### src/design/cdfh_pkg.sv
// Shared constants and types for the chopper decay and fault halt block
package cdfh_pkg;

  // ****************************************
  // Clock and timing
  // ****************************************
  localparam int CLK_PERIOD_NS   = 100;   // mclk period
  localparam int OSC_FREQ_KHZ    = 1600;  // Chop reference oscillator
  localparam int CHOP_FREQ_KHZ   = 100;   // Chopping rate
  localparam int OSC_PERIOD_NS   = 1000000 / OSC_FREQ_KHZ;
  localparam int OSC_DIV         = OSC_PERIOD_NS / CLK_PERIOD_NS;
  localparam int CHOP_TICKS      = OSC_FREQ_KHZ / CHOP_FREQ_KHZ;
  localparam int ANA_BLANK_NS    = 550;   // Fixed noise blank
  localparam int ANA_BLANK_CYC   =
    (ANA_BLANK_NS + CLK_PERIOD_NS - 1) / CLK_PERIOD_NS;
  localparam int DIG_BLANK_OSC   = 4;     // Digital blank in osc periods
  localparam int DIG_BLANK_CYC   = DIG_BLANK_OSC * OSC_DIV;
  localparam int OC_DEAD_OSC     = 4;     // Over-current dead band
  localparam int OC_STOP_OSC     = 8;     // Latest over-current stop
  localparam int FAST_PCT_X10    = 375;   // Fast share of mixed decay
  localparam int FAST_TICKS      = (CHOP_TICKS * FAST_PCT_X10) / 1000;
  localparam int FAST_START      = CHOP_TICKS - FAST_TICKS;
  localparam int CLK_HIGH_NS     = 300;   // Step clock least high
  localparam int CLK_LOW_NS      = 250;   // Step clock least low
  localparam int CLK_HIGH_CYC    =
    (CLK_HIGH_NS + CLK_PERIOD_NS - 1) / CLK_PERIOD_NS;
  localparam int CLK_LOW_CYC     =
    (CLK_LOW_NS + CLK_PERIOD_NS - 1) / CLK_PERIOD_NS;

  // ****************************************
  // Sized forms of the counts
  // ****************************************
  localparam logic [2:0] OSC_DIV_LAST  = 3'(OSC_DIV - 1);
  localparam logic [3:0] CHOP_LAST     = 4'(CHOP_TICKS - 1);
  localparam logic [3:0] FAST_FROM     = 4'(FAST_START);
  localparam logic [4:0] ANA_BLANK     = 5'(ANA_BLANK_CYC);
  localparam logic [4:0] DIG_BLANK     = 5'(DIG_BLANK_CYC);
  localparam logic [3:0] OC_DEAD       = 4'(OC_DEAD_OSC);
  localparam logic [5:0] OC_DEAD_CYC   = 6'(OC_DEAD_OSC * OSC_DIV);
  localparam logic [5:0] OC_STOP_CYC   = 6'(OC_STOP_OSC * OSC_DIV);
  localparam logic [1:0] CLK_HIGH_MIN  = 2'(CLK_HIGH_CYC - 1);
  localparam logic [1:0] CLK_LOW_MIN   = 2'(CLK_LOW_CYC - 1);

  // ****************************************
  // Pin input positions in the synchroniser vector
  // ****************************************
  localparam int PIN_N     = 9;
  localparam int P_STEP    = 0;
  localparam int P_REV     = 1;
  localparam int P_DCMODE  = 2;
  localparam int P_STBY    = 3;
  localparam int P_SUPPLY  = 4;
  localparam int P_SETCUR  = 5;
  localparam int P_ZERO    = 6;
  localparam int P_THERM   = 7;
  localparam int P_OC      = 8;

  // Bridge phase
  typedef enum logic [2:0] {
    PH_OFF    = 3'h0,
    PH_CHARGE = 3'h1,
    PH_SLOW   = 3'h2,
    PH_FAST   = 3'h3,
    PH_DEAD   = 3'h4
  } cdfh_phase_t;

endpackage

### src/design/cdfh_core.sv
// Chopper decay sequencer with blanking and latched fault halt
`timescale 1ns/10ps
`default_nettype none

// Function
// - Over-temperature sets the halt and turns every bridge switch off.
// - A halt clears only on motor supply restart or standby entry.
// - Over-current halt turns all switches off until supply restart or standby entry.
// - Over-current ignored for a four-period dead band against switching spikes.
// - Analog blank about 550 ns; digital blank four oscillator periods.
// - Chop reference runs at 1600 kHz; chop period gives 100 kHz; the mclk divide by 6 gives about 1667 kHz and 104 kHz.
// - Each chop starts in charge, at set current goes slow, fast, charge.
// - Fast decay watches zero current; charge may start before or at zero.
// - Forward: charge high A low B; slow both low; fast high B low A.
// - Reverse: charge high B low A; slow both low; fast high A low B.
// - Phase choice is made internally, without controller direction.
// - Digital blank only in DC mode; stepping mode uses analog blank only.
// - DC start uses 37.5% mixed decay, charge held first four periods.
// - Outputs stop within eight periods of over-current, not before four.
module cdfh_core (
  input  wire logic mclk,
  input  wire logic rst,
  input  wire logic step_clk,
  input  wire logic dir_reverse,
  input  wire logic dc_mode,
  input  wire logic standby,
  input  wire logic motor_supply,
  input  wire logic set_current_reached,
  input  wire logic zero_current,
  input  wire logic thermal_detect,
  input  wire logic overcurrent_detect,
  output logic      high_side_switch_a,
  output logic      high_side_switch_b,
  output logic      low_side_switch_a,
  output logic      low_side_switch_b,
  output logic      halted
);
  import cdfh_pkg::*;

  // ****************************************
  // State record
  // ****************************************
  typedef struct packed {
    logic [PIN_N-1:0] s1;
    logic [PIN_N-1:0] s2;
    logic [PIN_N-1:0] s3;
    logic [PIN_N-1:0] lvl;
    logic [2:0]       osc_div;
    logic             osc_tick;
    logic [3:0]       chop_cnt;
    logic [1:0]       run_cnt;
    logic             clk_filt;
    cdfh_phase_t      phase;
    cdfh_phase_t      target;
    logic [4:0]       blank_cnt;
    logic [3:0]       oc_age;
    logic [5:0]       oc_run;
    logic             halt;
    logic             hs_a;
    logic             hs_b;
    logic             ls_a;
    logic             ls_b;
  } cdfh_state_t;

  cdfh_state_t st_reg;
  cdfh_state_t st_next;
  logic [PIN_N-1:0] pins;
  logic             run;
  logic             chop_start;
  logic             blank_done;
  logic             restart;
  logic             fault;

  assign pins = {overcurrent_detect, thermal_detect, zero_current,
                 set_current_reached, motor_supply, standby, dc_mode,
                 dir_reverse, step_clk};

  // ****************************************
  // Next-state logic
  // ****************************************
  always_comb begin
    st_next = st_reg;
    // Pin synchroniser; a change counts once stages two and three agree
    st_next.s1  = pins;
    st_next.s2  = st_reg.s1;
    st_next.s3  = st_reg.s2;
    st_next.lvl = (st_reg.s2 & st_reg.s3) |
                  (st_reg.lvl & (st_reg.s2 | st_reg.s3));

    // Oscillator tick from the mclk divider
    st_next.osc_tick = 1'b0;
    if (st_reg.osc_div == OSC_DIV_LAST) begin
      st_next.osc_div  = 3'h0;
      st_next.osc_tick = 1'b1;
    end else begin
      st_next.osc_div = st_reg.osc_div + 3'h1;
    end
    chop_start = 1'b0;
    if (st_reg.osc_tick) begin
      chop_start = (st_reg.chop_cnt == CHOP_LAST);
      st_next.chop_cnt = chop_start ? 4'h0 : st_reg.chop_cnt + 4'h1;
    end

    // Step clock glitch filter
    if (st_reg.lvl[P_STEP] != st_reg.clk_filt) begin
      if (st_reg.run_cnt ==
          (st_reg.clk_filt ? CLK_LOW_MIN : CLK_HIGH_MIN)) begin
        st_next.clk_filt = st_reg.lvl[P_STEP];
        st_next.run_cnt  = 2'h0;
      end else begin
        st_next.run_cnt = st_reg.run_cnt + 2'h1;
      end
    end else begin
      st_next.run_cnt = 2'h0;
    end

    // Over-current must outlast four whole periods
    // One tick beyond the dead band: the first tick after onset may
    // come at once, so counting only four would halt too early
    if (!st_reg.lvl[P_OC]) begin
      st_next.oc_age = 4'h0;
    end else if (st_reg.osc_tick && st_reg.oc_age != OC_DEAD + 4'h1) begin
      st_next.oc_age = st_reg.oc_age + 4'h1;
    end
    fault = st_reg.lvl[P_THERM] ||
            (st_reg.lvl[P_OC] && st_reg.oc_age == OC_DEAD + 4'h1);

    // Over-current run length in mclk cycles for the stop bounds
    if (!st_reg.lvl[P_OC]) begin
      st_next.oc_run = 6'h00;
    end else if (st_reg.oc_run != OC_STOP_CYC) begin
      st_next.oc_run = st_reg.oc_run + 6'h01;
    end

    // Halt latch; a new fault wins over the clear
    restart = st_reg.lvl[P_STBY] || !st_reg.lvl[P_SUPPLY];
    if (fault) begin
      st_next.halt = 1'b1;
    end else if (restart) begin
      st_next.halt = 1'b0;
    end

    // Blank countdown
    if (st_reg.blank_cnt != 5'h0) begin
      st_next.blank_cnt = st_reg.blank_cnt - 5'h1;
    end
    blank_done = (st_reg.blank_cnt == 5'h0);
    // Digital blank on each step clock edge in DC mode
    if (st_reg.lvl[P_DCMODE] && st_next.clk_filt != st_reg.clk_filt) begin
      st_next.blank_cnt = DIG_BLANK;
    end

    // Decay sequencer chooses phases on its own
    run = st_reg.clk_filt && !st_next.halt && !restart;
    if (!run) begin
      st_next.phase = PH_OFF;
    end else begin
      unique case (st_reg.phase)
        PH_OFF: begin
          st_next.phase  = PH_DEAD;
          st_next.target = PH_CHARGE;
        end
        PH_CHARGE: begin
          // Current limit seen only after the blank
          if (blank_done && st_reg.lvl[P_SETCUR]) begin
            st_next.phase  = PH_DEAD;
            st_next.target = (st_reg.chop_cnt >= FAST_FROM) ? PH_FAST
                                                           : PH_SLOW;
          end
        end
        PH_SLOW: begin
          if (chop_start) begin
            st_next.phase  = PH_DEAD;
            st_next.target = PH_CHARGE;
          end else if (st_reg.osc_tick &&
                       st_reg.chop_cnt + 4'h1 == FAST_FROM) begin
            st_next.phase  = PH_DEAD;
            st_next.target = PH_FAST;
          end
        end
        PH_FAST: begin
          // Charge at period end or at zero current
          if (chop_start || st_reg.lvl[P_ZERO]) begin
            st_next.phase  = PH_DEAD;
            st_next.target = PH_CHARGE;
          end
        end
        PH_DEAD: begin
          // One cycle all off between phases
          st_next.phase = st_reg.target;
          if (st_reg.target == PH_CHARGE) begin
            // Analog blank in stepping mode; digital blank in DC mode
            st_next.blank_cnt = st_reg.lvl[P_DCMODE] ? DIG_BLANK
                                                     : ANA_BLANK;
          end
        end
        default: begin
          st_next.phase = PH_OFF;
        end
      endcase
    end

    // Switch map from phase and direction
    st_next.hs_a = 1'b0;
    st_next.hs_b = 1'b0;
    st_next.ls_a = 1'b0;
    st_next.ls_b = 1'b0;
    if (st_next.phase == PH_SLOW) begin
      st_next.ls_a = 1'b1;
      st_next.ls_b = 1'b1;
    // Forward charge and reverse fast share high A with low B
    end else if (((st_next.phase == PH_CHARGE) ^ st_next.lvl[P_REV]) &&
                 (st_next.phase == PH_CHARGE ||
                  st_next.phase == PH_FAST)) begin
      st_next.hs_a = 1'b1;
      st_next.ls_b = 1'b1;
    end else if (st_next.phase == PH_CHARGE ||
                 st_next.phase == PH_FAST) begin
      st_next.hs_b = 1'b1;
      st_next.ls_a = 1'b1;
    end
  end

  // ****************************************
  // State register
  // ****************************************
  always_ff @(posedge mclk) begin
    if (rst) begin
      st_reg <= '0;
    end else begin
      st_reg <= st_next;
    end
  end

  // Outputs straight from flip-flops
  assign high_side_switch_a = st_reg.hs_a;
  assign high_side_switch_b = st_reg.hs_b;
  assign low_side_switch_a  = st_reg.ls_a;
  assign low_side_switch_b  = st_reg.ls_b;
  assign halted             = st_reg.halt;
endmodule

`default_nettype wire

### config.mk
export PLATFORM = sky130hd
export DESIGN_NAME = cdfh_core
export DESIGN_NICKNAME = d
export VERILOG_FILES = /design/src/design/cdfh_pkg.sv /design/src/design/cdfh_core.sv
export SDC_FILE = /design/constraint.sdc
export NUM_CORES = 1
export LEC_CHECK = 0
export BUFFER_PORTS_ARGS = -buffer_cell sky130_fd_sc_hd__buf_2
export CAP_MARGIN = 25
export CORE_ASPECT_RATIO = 0.5
export CORE_MARGIN = 4
export CORE_UTILIZATION = 32
export DETAILED_ROUTE_END_ITERATION = 8
export GPL_ROUTABILITY_DRIVEN = 0
export SLEW_MARGIN = 20
export SYNTH_ARGS = -nofsm -noshare
export SYNTH_HDL_FRONTEND = slang
export SYNTH_SLANG_ARGS = --single-unit
### constraint.sdc
create_clock -name mclk -period 5.5 [get_ports mclk]
set_clock_uncertainty 0.05 [all_clocks]
set_input_delay 0.825 -clock mclk [delete_from_list [all_inputs] [get_ports mclk]]
set_output_delay 0.825 -clock mclk [all_outputs]
set_load 0.01 [all_outputs]
After elaboration in Yosys (flattened, before gate mapping)
Index checks and enable logic that the tools add are counted.
{"block": "classes", "n_addsub": 5, "n_lt_le_gt_ge": 1, "eq_ne": 19, "n_mux": 25, "n_bitwise": 7, "n_reduce_logical": 25}
{"op": "$mux 5", "count": 6}
{"op": "$mux 6", "count": 4}
{"op": "$and 9x9->9", "count": 2}
{"op": "$or 9x9->9", "count": 2}
{"op": "$pmux 3 s5", "count": 1}
{"op": "$eq 3x2->1 const B", "count": 4}
{"op": "$pmux 3 s4", "count": 1}
{"op": "$eq 3x1->1 const B", "count": 3}
{"op": "$mux 1", "count": 9}
{"op": "$add 4x1->4 const B", "count": 2}
{"op": "$eq 4x4->1 const B", "count": 2}
{"op": "$logic_and 1x1->1", "count": 8}
{"op": "$eq 3x3->1 const B", "count": 2}
{"op": "$reduce_or 2->1", "count": 3}
{"op": "$reduce_or 3->1", "count": 2}
{"op": "$logic_not 5->1", "count": 1}
{"op": "$reduce_and 5->1", "count": 1}
{"op": "$reduce_bool 5->1", "count": 1}
{"op": "$sub 5x1->5 const B", "count": 1}
{"op": "$eq 4x3->1 const B", "count": 1}
{"op": "$ge 4x4->1 const B", "count": 1}
{"op": "$logic_or 1x1->1", "count": 4}
{"op": "$mux 2", "count": 2}
{"op": "$mux 4", "count": 1}
{"op": "other kinds (13)", "count": 18}
{"block": "word_totals", "regBits": 67, "inputBits": 11}

Depth between registers and ports, before layout
Gate-level depths: netlist of the first run.
{"block": "logic_depth", "depth_word": 13, "depth_mapped": 8}

Least setup slack after synthesis of the first run
Ideal clock, no wire load.
{"block": "synth_path", "kind": "reg2reg", "startpoint": "register st_reg[15] in the netlist's numbering", "endpoint": "register st_reg[21] in the netlist's numbering", "arrival_ns": 2.192, "setup_slack_ns": 3.136, "stages_incl_launch_ff": 9, "period_less_slack_ns": 2.364, "path_cell_list": "dfxtp_1 -> inv_1 -> ha_1 -> or3b_4 -> or3b_4 -> o2bb2ai_2 -> o2bb2ai_1 -> or3_4 -> mux2_4"}
{"block": "synth_via", "elab_chain_cells": 4}
{"item": "start, declared", "line_no": "cdfh_core.sv:65", "rtl": "cdfh_state_t st_reg;"}
{"item": "start signal, assigned", "line_no": "cdfh_core.sv:231", "rtl": "st_reg <= st_next;"}
{"item": "$logic_not 5->1", "line_no": "cdfh_core.sv:147", "rtl": "blank_done = (st_reg.blank_cnt == 5'h0);"}
{"item": "$logic_and 1x1->1", "line_no": "cdfh_core.sv:165", "rtl": "if (blank_done && st_reg.lvl[P_SETCUR]) begin"}
{"item": "$ne 2x2->1 (no source line)"}
{"item": "$reduce_and 5->1 (no source line)"}
No other way between the ends.
A chain may end at the register's enable or synchronous reset.

Worst setup path in the final report of the first run
Ends and elaborated chain as after synthesis.

==> results of run 1 <==
[how the worst max path moves through the flow]
| stage | startpoint | slack (ps) | endpoint |
|---|---|---|---|
| final | st_reg[15] | 3030 | st_reg[21] |
| after global routing | st_reg[15] | 2900 | st_reg[21] |
| after CTS | st_reg[15] | 3030 | st_reg[21] |
| after detailed placement | st_reg[15] | 3040 | st_reg[21] |
| after global placement | st_reg[15] | 3090 | st_reg[21] |
| after floorplan | st_reg[15] | 3140 | st_reg[21] |
[worst max-delay path, cell delays in order (launching register included)]
cell       delay [ps]
dfxtp_1           290
inv_1             120
ha_1              190
or3b_4            400
or3b_4            390
o2bb2ai_2         130
o2bb2ai_1         140
or3_4             350
mux2_4            300
[Yosys cell counts]
master / n / share of area (%)
nand2b_1: 2 / 0.50
mux2_4: 1 / 0.59
or2_1: 1 / 0.25
o211ai_1: 1 / 0.30
nor2_1: 26 / 3.9
nand4_1: 1 / 0.25
nor2b_1: 32 / 7.9
a311oi_1: 1 / 0.35
xnor2_1: 5 / 1.7
nand3_1: 6 / 1.2
o21ai_1: 3 / 0.59
o31ai_1: 1 / 0.30
a21oi_1: 17 / 3.4
or3_1: 3 / 0.74
inv_1: 16 / 2.4
o2bb2ai_1: 1 / 0.35
a211oi_1: 4 / 1.2
a2bb2oi_1: 1 / 0.35
a32oi_1: 1 / 0.35
clkbuf_1: 8 / 1.2
mux2i_1: 2 / 0.79
and3_1: 1 / 0.25
or3_4: 1 / 0.45
ha_1: 10 / 5.0
nor4bb_1: 1 / 0.40
or4_1: 2 / 0.59
nand2_1: 16 / 2.4
o21a_1: 1 / 0.30
or3b_4: 2 / 0.89
nor3b_1: 1 / 0.30
o2bb2ai_2: 1 / 0.59
nand4b_1: 2 / 0.69
dfxtp_1: 66 / 52
a21o_1: 1 / 0.30
nand3b_1: 1 / 0.30
o21ai_0: 13 / 2.6
xor2_1: 4 / 1.4
a31oi_1: 5 / 1.2
nor3_1: 6 / 1.2
o21bai_1: 1 / 0.30
[power groups by stage]
stage,sequential (mW),clock [mW],combinational (mW)
final,0.522,0.479,0.132
after floorplan,0.527,0,0.107
after global routing,0.525,0.524,0.152
after detailed placement,0.531,0,0.129
after CTS,0.521,0.500,0.131
after global placement,0.530,0,0.124
[per-layer routing]
layer  wire length [um]  GRT usage, %
met1               2040          11.0
met2               1740          14.4
met3                268          5.26
met4                 97          5.25
met5                  0             0
[cells in the final DEF, fill, tap and decap left out, drive strengths merged, types with 10 or more instances in the layout]
| master | instances |
|---|---|
| a21oi | 17 |
| buf | 15 |
| clkbuf | 10 |
| dfxtp | 66 |
| ha | 10 |
| inv | 16 |
| nand2 | 16 |
| nor2 | 26 |
| nor2b | 32 |
| o21ai | 16 |
[logic make-up (layout without fill, tap and decap cells)]
| kind of cell | count (synthesis) | after routing | share of synthesized area, % |
|---|---|---|---|
| adder cells (fa/ha/maj) | 10 | 10 | 4.96 |
| XOR/XNOR | 9 | 9 | 3.12 |
| AO/OA/AOI/OAI | 52 | 52 | 12.4 |
| AND/OR/NAND/NOR | 104 | 104 | 22.2 |
| multiplexers | 3 | 3 | 1.39 |
| flip-flops | 66 | 66 | 52.4 |
| buffers and inverters | 24 | 44 | 3.57 |
[final cells by class]
type | count | share of cell area (%)
clock buffers | 10 | 7.75
inverters | 16 | 2.03
flip-flops and latches | 66 | 44.7
multi-input cells | 178 | 37.7
well taps | 108 | 4.58
repair buffers | 15 | 2.54
clock inverters | 3 | 0.678
==> results by group, run 1 <==
Status
  • Status: completed

Placement
  • Pre-CTS WS: 3040 ps
  • DP Wirelength: 2850 um
  • Number of port buffers: 15
  • DP Area: 0.00270 sq mm
  • Placed Cells: 383

STA
  • Final Max Tran Viols: 0
  • Tightest Pin Transition: 929 ps
  • Top achievable clock speed: 405 MHz
  • RSZ-0062 raised after global routing: false
  • Setup TNS: 0 ps
  • Tmin final: 2470 ps
  • Max_slew headroom: 38.1%
  • Hold_ws: 359 ps
  • Setup WS post-layout: 3030 ps
  • Final Hold Fails: 0
  • Final setup violation count: 0
  • Fin crit share: 44.9%

Layout
  • Number of diodes: 0
  • Share of cells above drive strength 1: 11.1%
  • Max FFs per register: 43
  • Multi-input gate area: 0.00111 sq mm
  • Post-route core utilization: 39.4%
  • Fillers: 781
  • Finished Layout Cells: 396
  • Fin area: 0.00295 sq mm
  • Register Area: 0.00132 sq mm
  • Layout area overhead: 17.0%
  • Final nets: 307

Synthesis
  • Syn_area_per_cell: 9.42 sq um
  • Yosys reg bits: 66
  • Seq/Total Area, Yosys: 52.4%
  • Cells after Synth: 268
  • Netlist Area Pre-Place: 0.00252 sq mm
  • Syn Nets: 289
  • Post-synth cell types: 40
  • Ys Warns: 0

Power and ir drop
  • Power per cell area: 384 mW/mm^2
  • Sw frac: 23.7%
  • Worst VDD drop: 0.157 mV
  • Total power: 1.13 mW
  • Combinational Power Share: 11.7%
  • Cell Int Power: 0.865 mW
  • Sequential power share: 46.1%
  • Lkg Pwr: 1.10 nW
  • Clock share of power: 42.3%
  • P_sw: 0.269 mW

Worst setup path
  • Worst reg2reg endpoint: st_reg[21]
  • Reg-to-Reg Start: st_reg[15]
  • Worst-path maximum fanout: 4
  • Arrival time worst endpoint: 2630 ps
  • R2R Setup Slk: 3030 ps
  • CP Launch Type: register
  • R2R cell count: 8
  • Critical Setup Path Class: reg -> reg
  • Crit end category: register
  • Worst EP required: 5660 ps

Route
  • Drt total wl: 4150 um
  • Post-route ant nets: 0
  • Drc violations: 0
  • 1st-iter DRT viols: 121
  • DR pass1 iterations: 4
  • Vias per cell: 4.58
  • Vias: 1813
  • Routed len/inst: 10.5 um

Global route
  • Antenna violations before repair: 0
  • Vias in the first global route: 1645
  • Gr ovfl total: 0
  • First-pass GRT wire length: 7200 um
  • Largest net degree at the start of global routing: 57
  • GRT Util Overall: 9.62%

Clock network
  • Clock Sinks: 66
  • TritonCTS Buffers: 9
  • Hold buffer count at cts: 0
  • TritonCTS clock tree: built
  • Setup bufs post-CTS: 0
  • Clk Latency, worst-skew pair: 320 ps
  • H-tree lvl count: 3
  • CTS-repair resized insts: 0
  • CTS max path bufs: 2
  • Clock transition at the registers of the reported paths: 50 ps
  • CTS Root Cell: clkbuf_16

Die
  • Die Width: 134 um
  • Placement Rows: 22
  • Initial core utilization: 33.7%
  • Die area: 0.00946 sq mm
  • Core area: 0.00749 sq mm
  • I/O pin count: 16
  • Die Y: 70.8 um

Hold path
  • Min-Delay Endpoint: st_reg[27]
  • Hold Startpoint: st_reg[27]
  • Worst Hold Depth: 1
  • HP Class: reg -> reg

Job
  • # Max-Cap Violations: 0
Note: power is estimated with default switching activity, not from simulation.
==> run 2, diff against run 1 <==
==> constraint.sdc (replaced) <==
create_clock -name mclk -period 2.12 [get_ports mclk]
set_clock_uncertainty 0.05 [all_clocks]
set_input_delay 0.318 -clock mclk [delete_from_list [all_inputs] [get_ports mclk]]
set_output_delay 0.318 -clock mclk [all_outputs]
set_load 0.01 [all_outputs]
==> run 2 against run 1 <==
Compared with the run above: critical path type unchanged; highest routed layer unchanged; total power grew to 2.7 times the previous value; critical endpoint unchanged; routed wire length rose by 6.5%; critical path depth did not move; the flow now finishes with violations (negative setup slack); register-to-register slack lost 3200 ps; largest power group unchanged.
==> results by group, run 2 (same netlist as run 1, synthesis figures left out) <==
Worst setup path
  • Buf+Inv Stages, Crit Path: 1
  • Worst path top cell family by delay: simple AND/OR/NAND/NOR gates
  • Critical Setup Path Class: reg -> reg
  • Worst EP required: 2280 ps
  • R2R Setup Slk: -220 ps
  • Crit end category: register
  • CP Launch Type: register
  • Worst-path cell with the longest stage delay: or3b_4
  • CP cell instances: inv_2 > ha_4 > or3b_4 > or3b_4 > o2bb2ai_2 > o2bb2ai_2 > or3_4 > mux2_4
  • Worst-path maximum fanout: 3
  • Critical Path Max Stage Delay: 390 ps
  • Arrival time worst endpoint: 2500 ps

Power and ir drop
  • Combinational Power Share: 14.2%
  • Power per cell area: 1010 mW/mm^2
  • Lkg Pwr: 1.17 nW
  • Sw frac: 23.9%
  • Cell Int Power: 2.36 mW
  • Worst VDD drop: 0.437 mV
  • Total power: 3.11 mW
  • P_sw: 0.744 mW
  • Sequential power share: 43.3%
  • Clock share of power: 42.5%

Die
  • Core area: 0.00749 sq mm
  • I/O pin count: 16
  • Die Width: 134 um
  • Die Y: 70.8 um
  • Die area: 0.00946 sq mm
  • Initial core utilization: 33.7%
  • Placement Rows: 22

Route
  • Post-route ant nets: 0
  • 1st-iter DRT viols: 126
  • Drc violations: 0
  • Vias per cell: 4.46
  • Routed len/inst: 10.8 um
  • DR pass1 iterations: 4
  • Drt total wl: 4410 um
  • Vias: 1823

STA
  • Tightest Pin Transition: 488 ps
  • RSZ-0062 raised after global routing: true
  • Max_slew headroom: 67.2%
  • Final Hold Fails: 0
  • Tmin final: 2340 ps
  • Final Max Tran Viols: 0
  • Setup TNS: -341 ps
  • Fin crit share: 110%
  • Final setup violation count: 2
  • Top achievable clock speed: 428 MHz
  • Setup WS post-layout: -217 ps

Hold path
  • HP Class: in -> reg

Layout
  • Share of cells above drive strength 1: 16.6%
  • Number of diodes: 0
  • Layout area overhead: 22.1%
  • Leading cell types in the layout, fill and taps excluded: dfxtp_1, nor2b_1, nor2_1
  • Finished Layout Cells: 409
  • Max FFs per register: 43
  • Fillers: 743
  • Final nets: 318
  • Most common cell after layout, fill and taps aside: dfxtp_1

Global route
  • Vias in the first global route: 1731
  • First-pass GRT wire length: 7690 um
  • Antenna violations before repair: 0
  • Largest net degree at the start of global routing: 36
  • Gr ovfl total: 0
  • GRT Util Overall: 10.2%

Placement
  • Number of port buffers: 15
  • DP Wirelength: 3070 um
  • Placed Cells: 393

Clock network
  • Hold buffer count at cts: 0
  • Clock transition at the registers of the reported paths: 50 ps
  • H-tree lvl count: 3
  • CTS max path bufs: 2
  • Clk Latency, worst-skew pair: 330 ps
  • TritonCTS clock tree: built
  • TritonCTS Buffers: 9
  • CTS Root Cell: clkbuf_16
  • Clock Sinks: 66

Status
  • Status: complete, but fails checks
  • Failing checks: negative setup slack

Job
  • # Max-Cap Violations: 0
run 2: power groups by stage:
stage                     clock network [mW]  logic (mW)  registers, mW
after floorplan                            0       0.294           1.37
after global placement                     0       0.423           1.37
after detailed placement                   0       0.439           1.37
after CTS                               1.36       0.442           1.35
after global routing                    1.41       0.508           1.35
final                                   1.32       0.440           1.35
run 2: metal layers:
| layer | vias up | GRT usage (%) | part of all wire [%] |
|---|---|---|---|
| met2 | 34 | 15.3 | 44 |
| li1 | 955 | - | - |
| met5 | - | 0 | 0 |
| met3 | 12 | 4.05 | 4.6 |
| met1 | 822 | 11.9 | 49 |
| met4 | 0 | 7.64 | 3.0 |
run 2: worst paths after layout:
check | to | start | cells after the start
max reg2reg | st_reg[21] | st_reg[15] | 8
max | st_reg[21] | st_reg[15] | 8
min reg2reg | st_reg[27] | st_reg[27] | 1
min | st_next[61] | zero_current | 2
run 2: what timing repair did:
action                     CTS  global route
setup buffers                1             0
pin swaps                    1             0
gates cloned                 0             0
setup endpoints to repair    5             7
resized for setup            1             0
run 2: cell type report:
cell class / instances / area (sq um) / area share (%)
well taps: 108 / 135 / 4.39
inverters: 16 / 60.1 / 1.95
clock inverters: 4 / 28.8 / 0.934
flip-flops and latches: 66 / 1320 / 42.9
repair buffers: 26 / 158 / 5.12
multi-input cells: 178 / 1130 / 36.8
clock buffers: 11 / 243 / 7.88
run 2: through the flow:
step / hold slack [ps] / utilization (%) / setup WS (ps) / instance area [sq um]
after floorplan: 341 / - / -216 / 2540
after global placement: 349 / 37.4 / -200 / 2800
after detailed placement: 366 / 37.4 / -234 / 2800
after CTS: 139 / 41.1 / -216 / 3080
after global routing: 158 / 41.1 / -273 / 3080
final: 147 / 41.1 / -217 / 3080
run 2: worst register-to-register path: cells and delay by family, from the launching register on:
family                   cells  cell delay (ps)
AND/OR/NAND/NOR              3             1100
flip-flops                   1              300
multiplexers                 1              300
AO/OA/AOI/OAI                2              280
adder cells (fa/ha/maj)      1              130
buffers and inverters        1               70
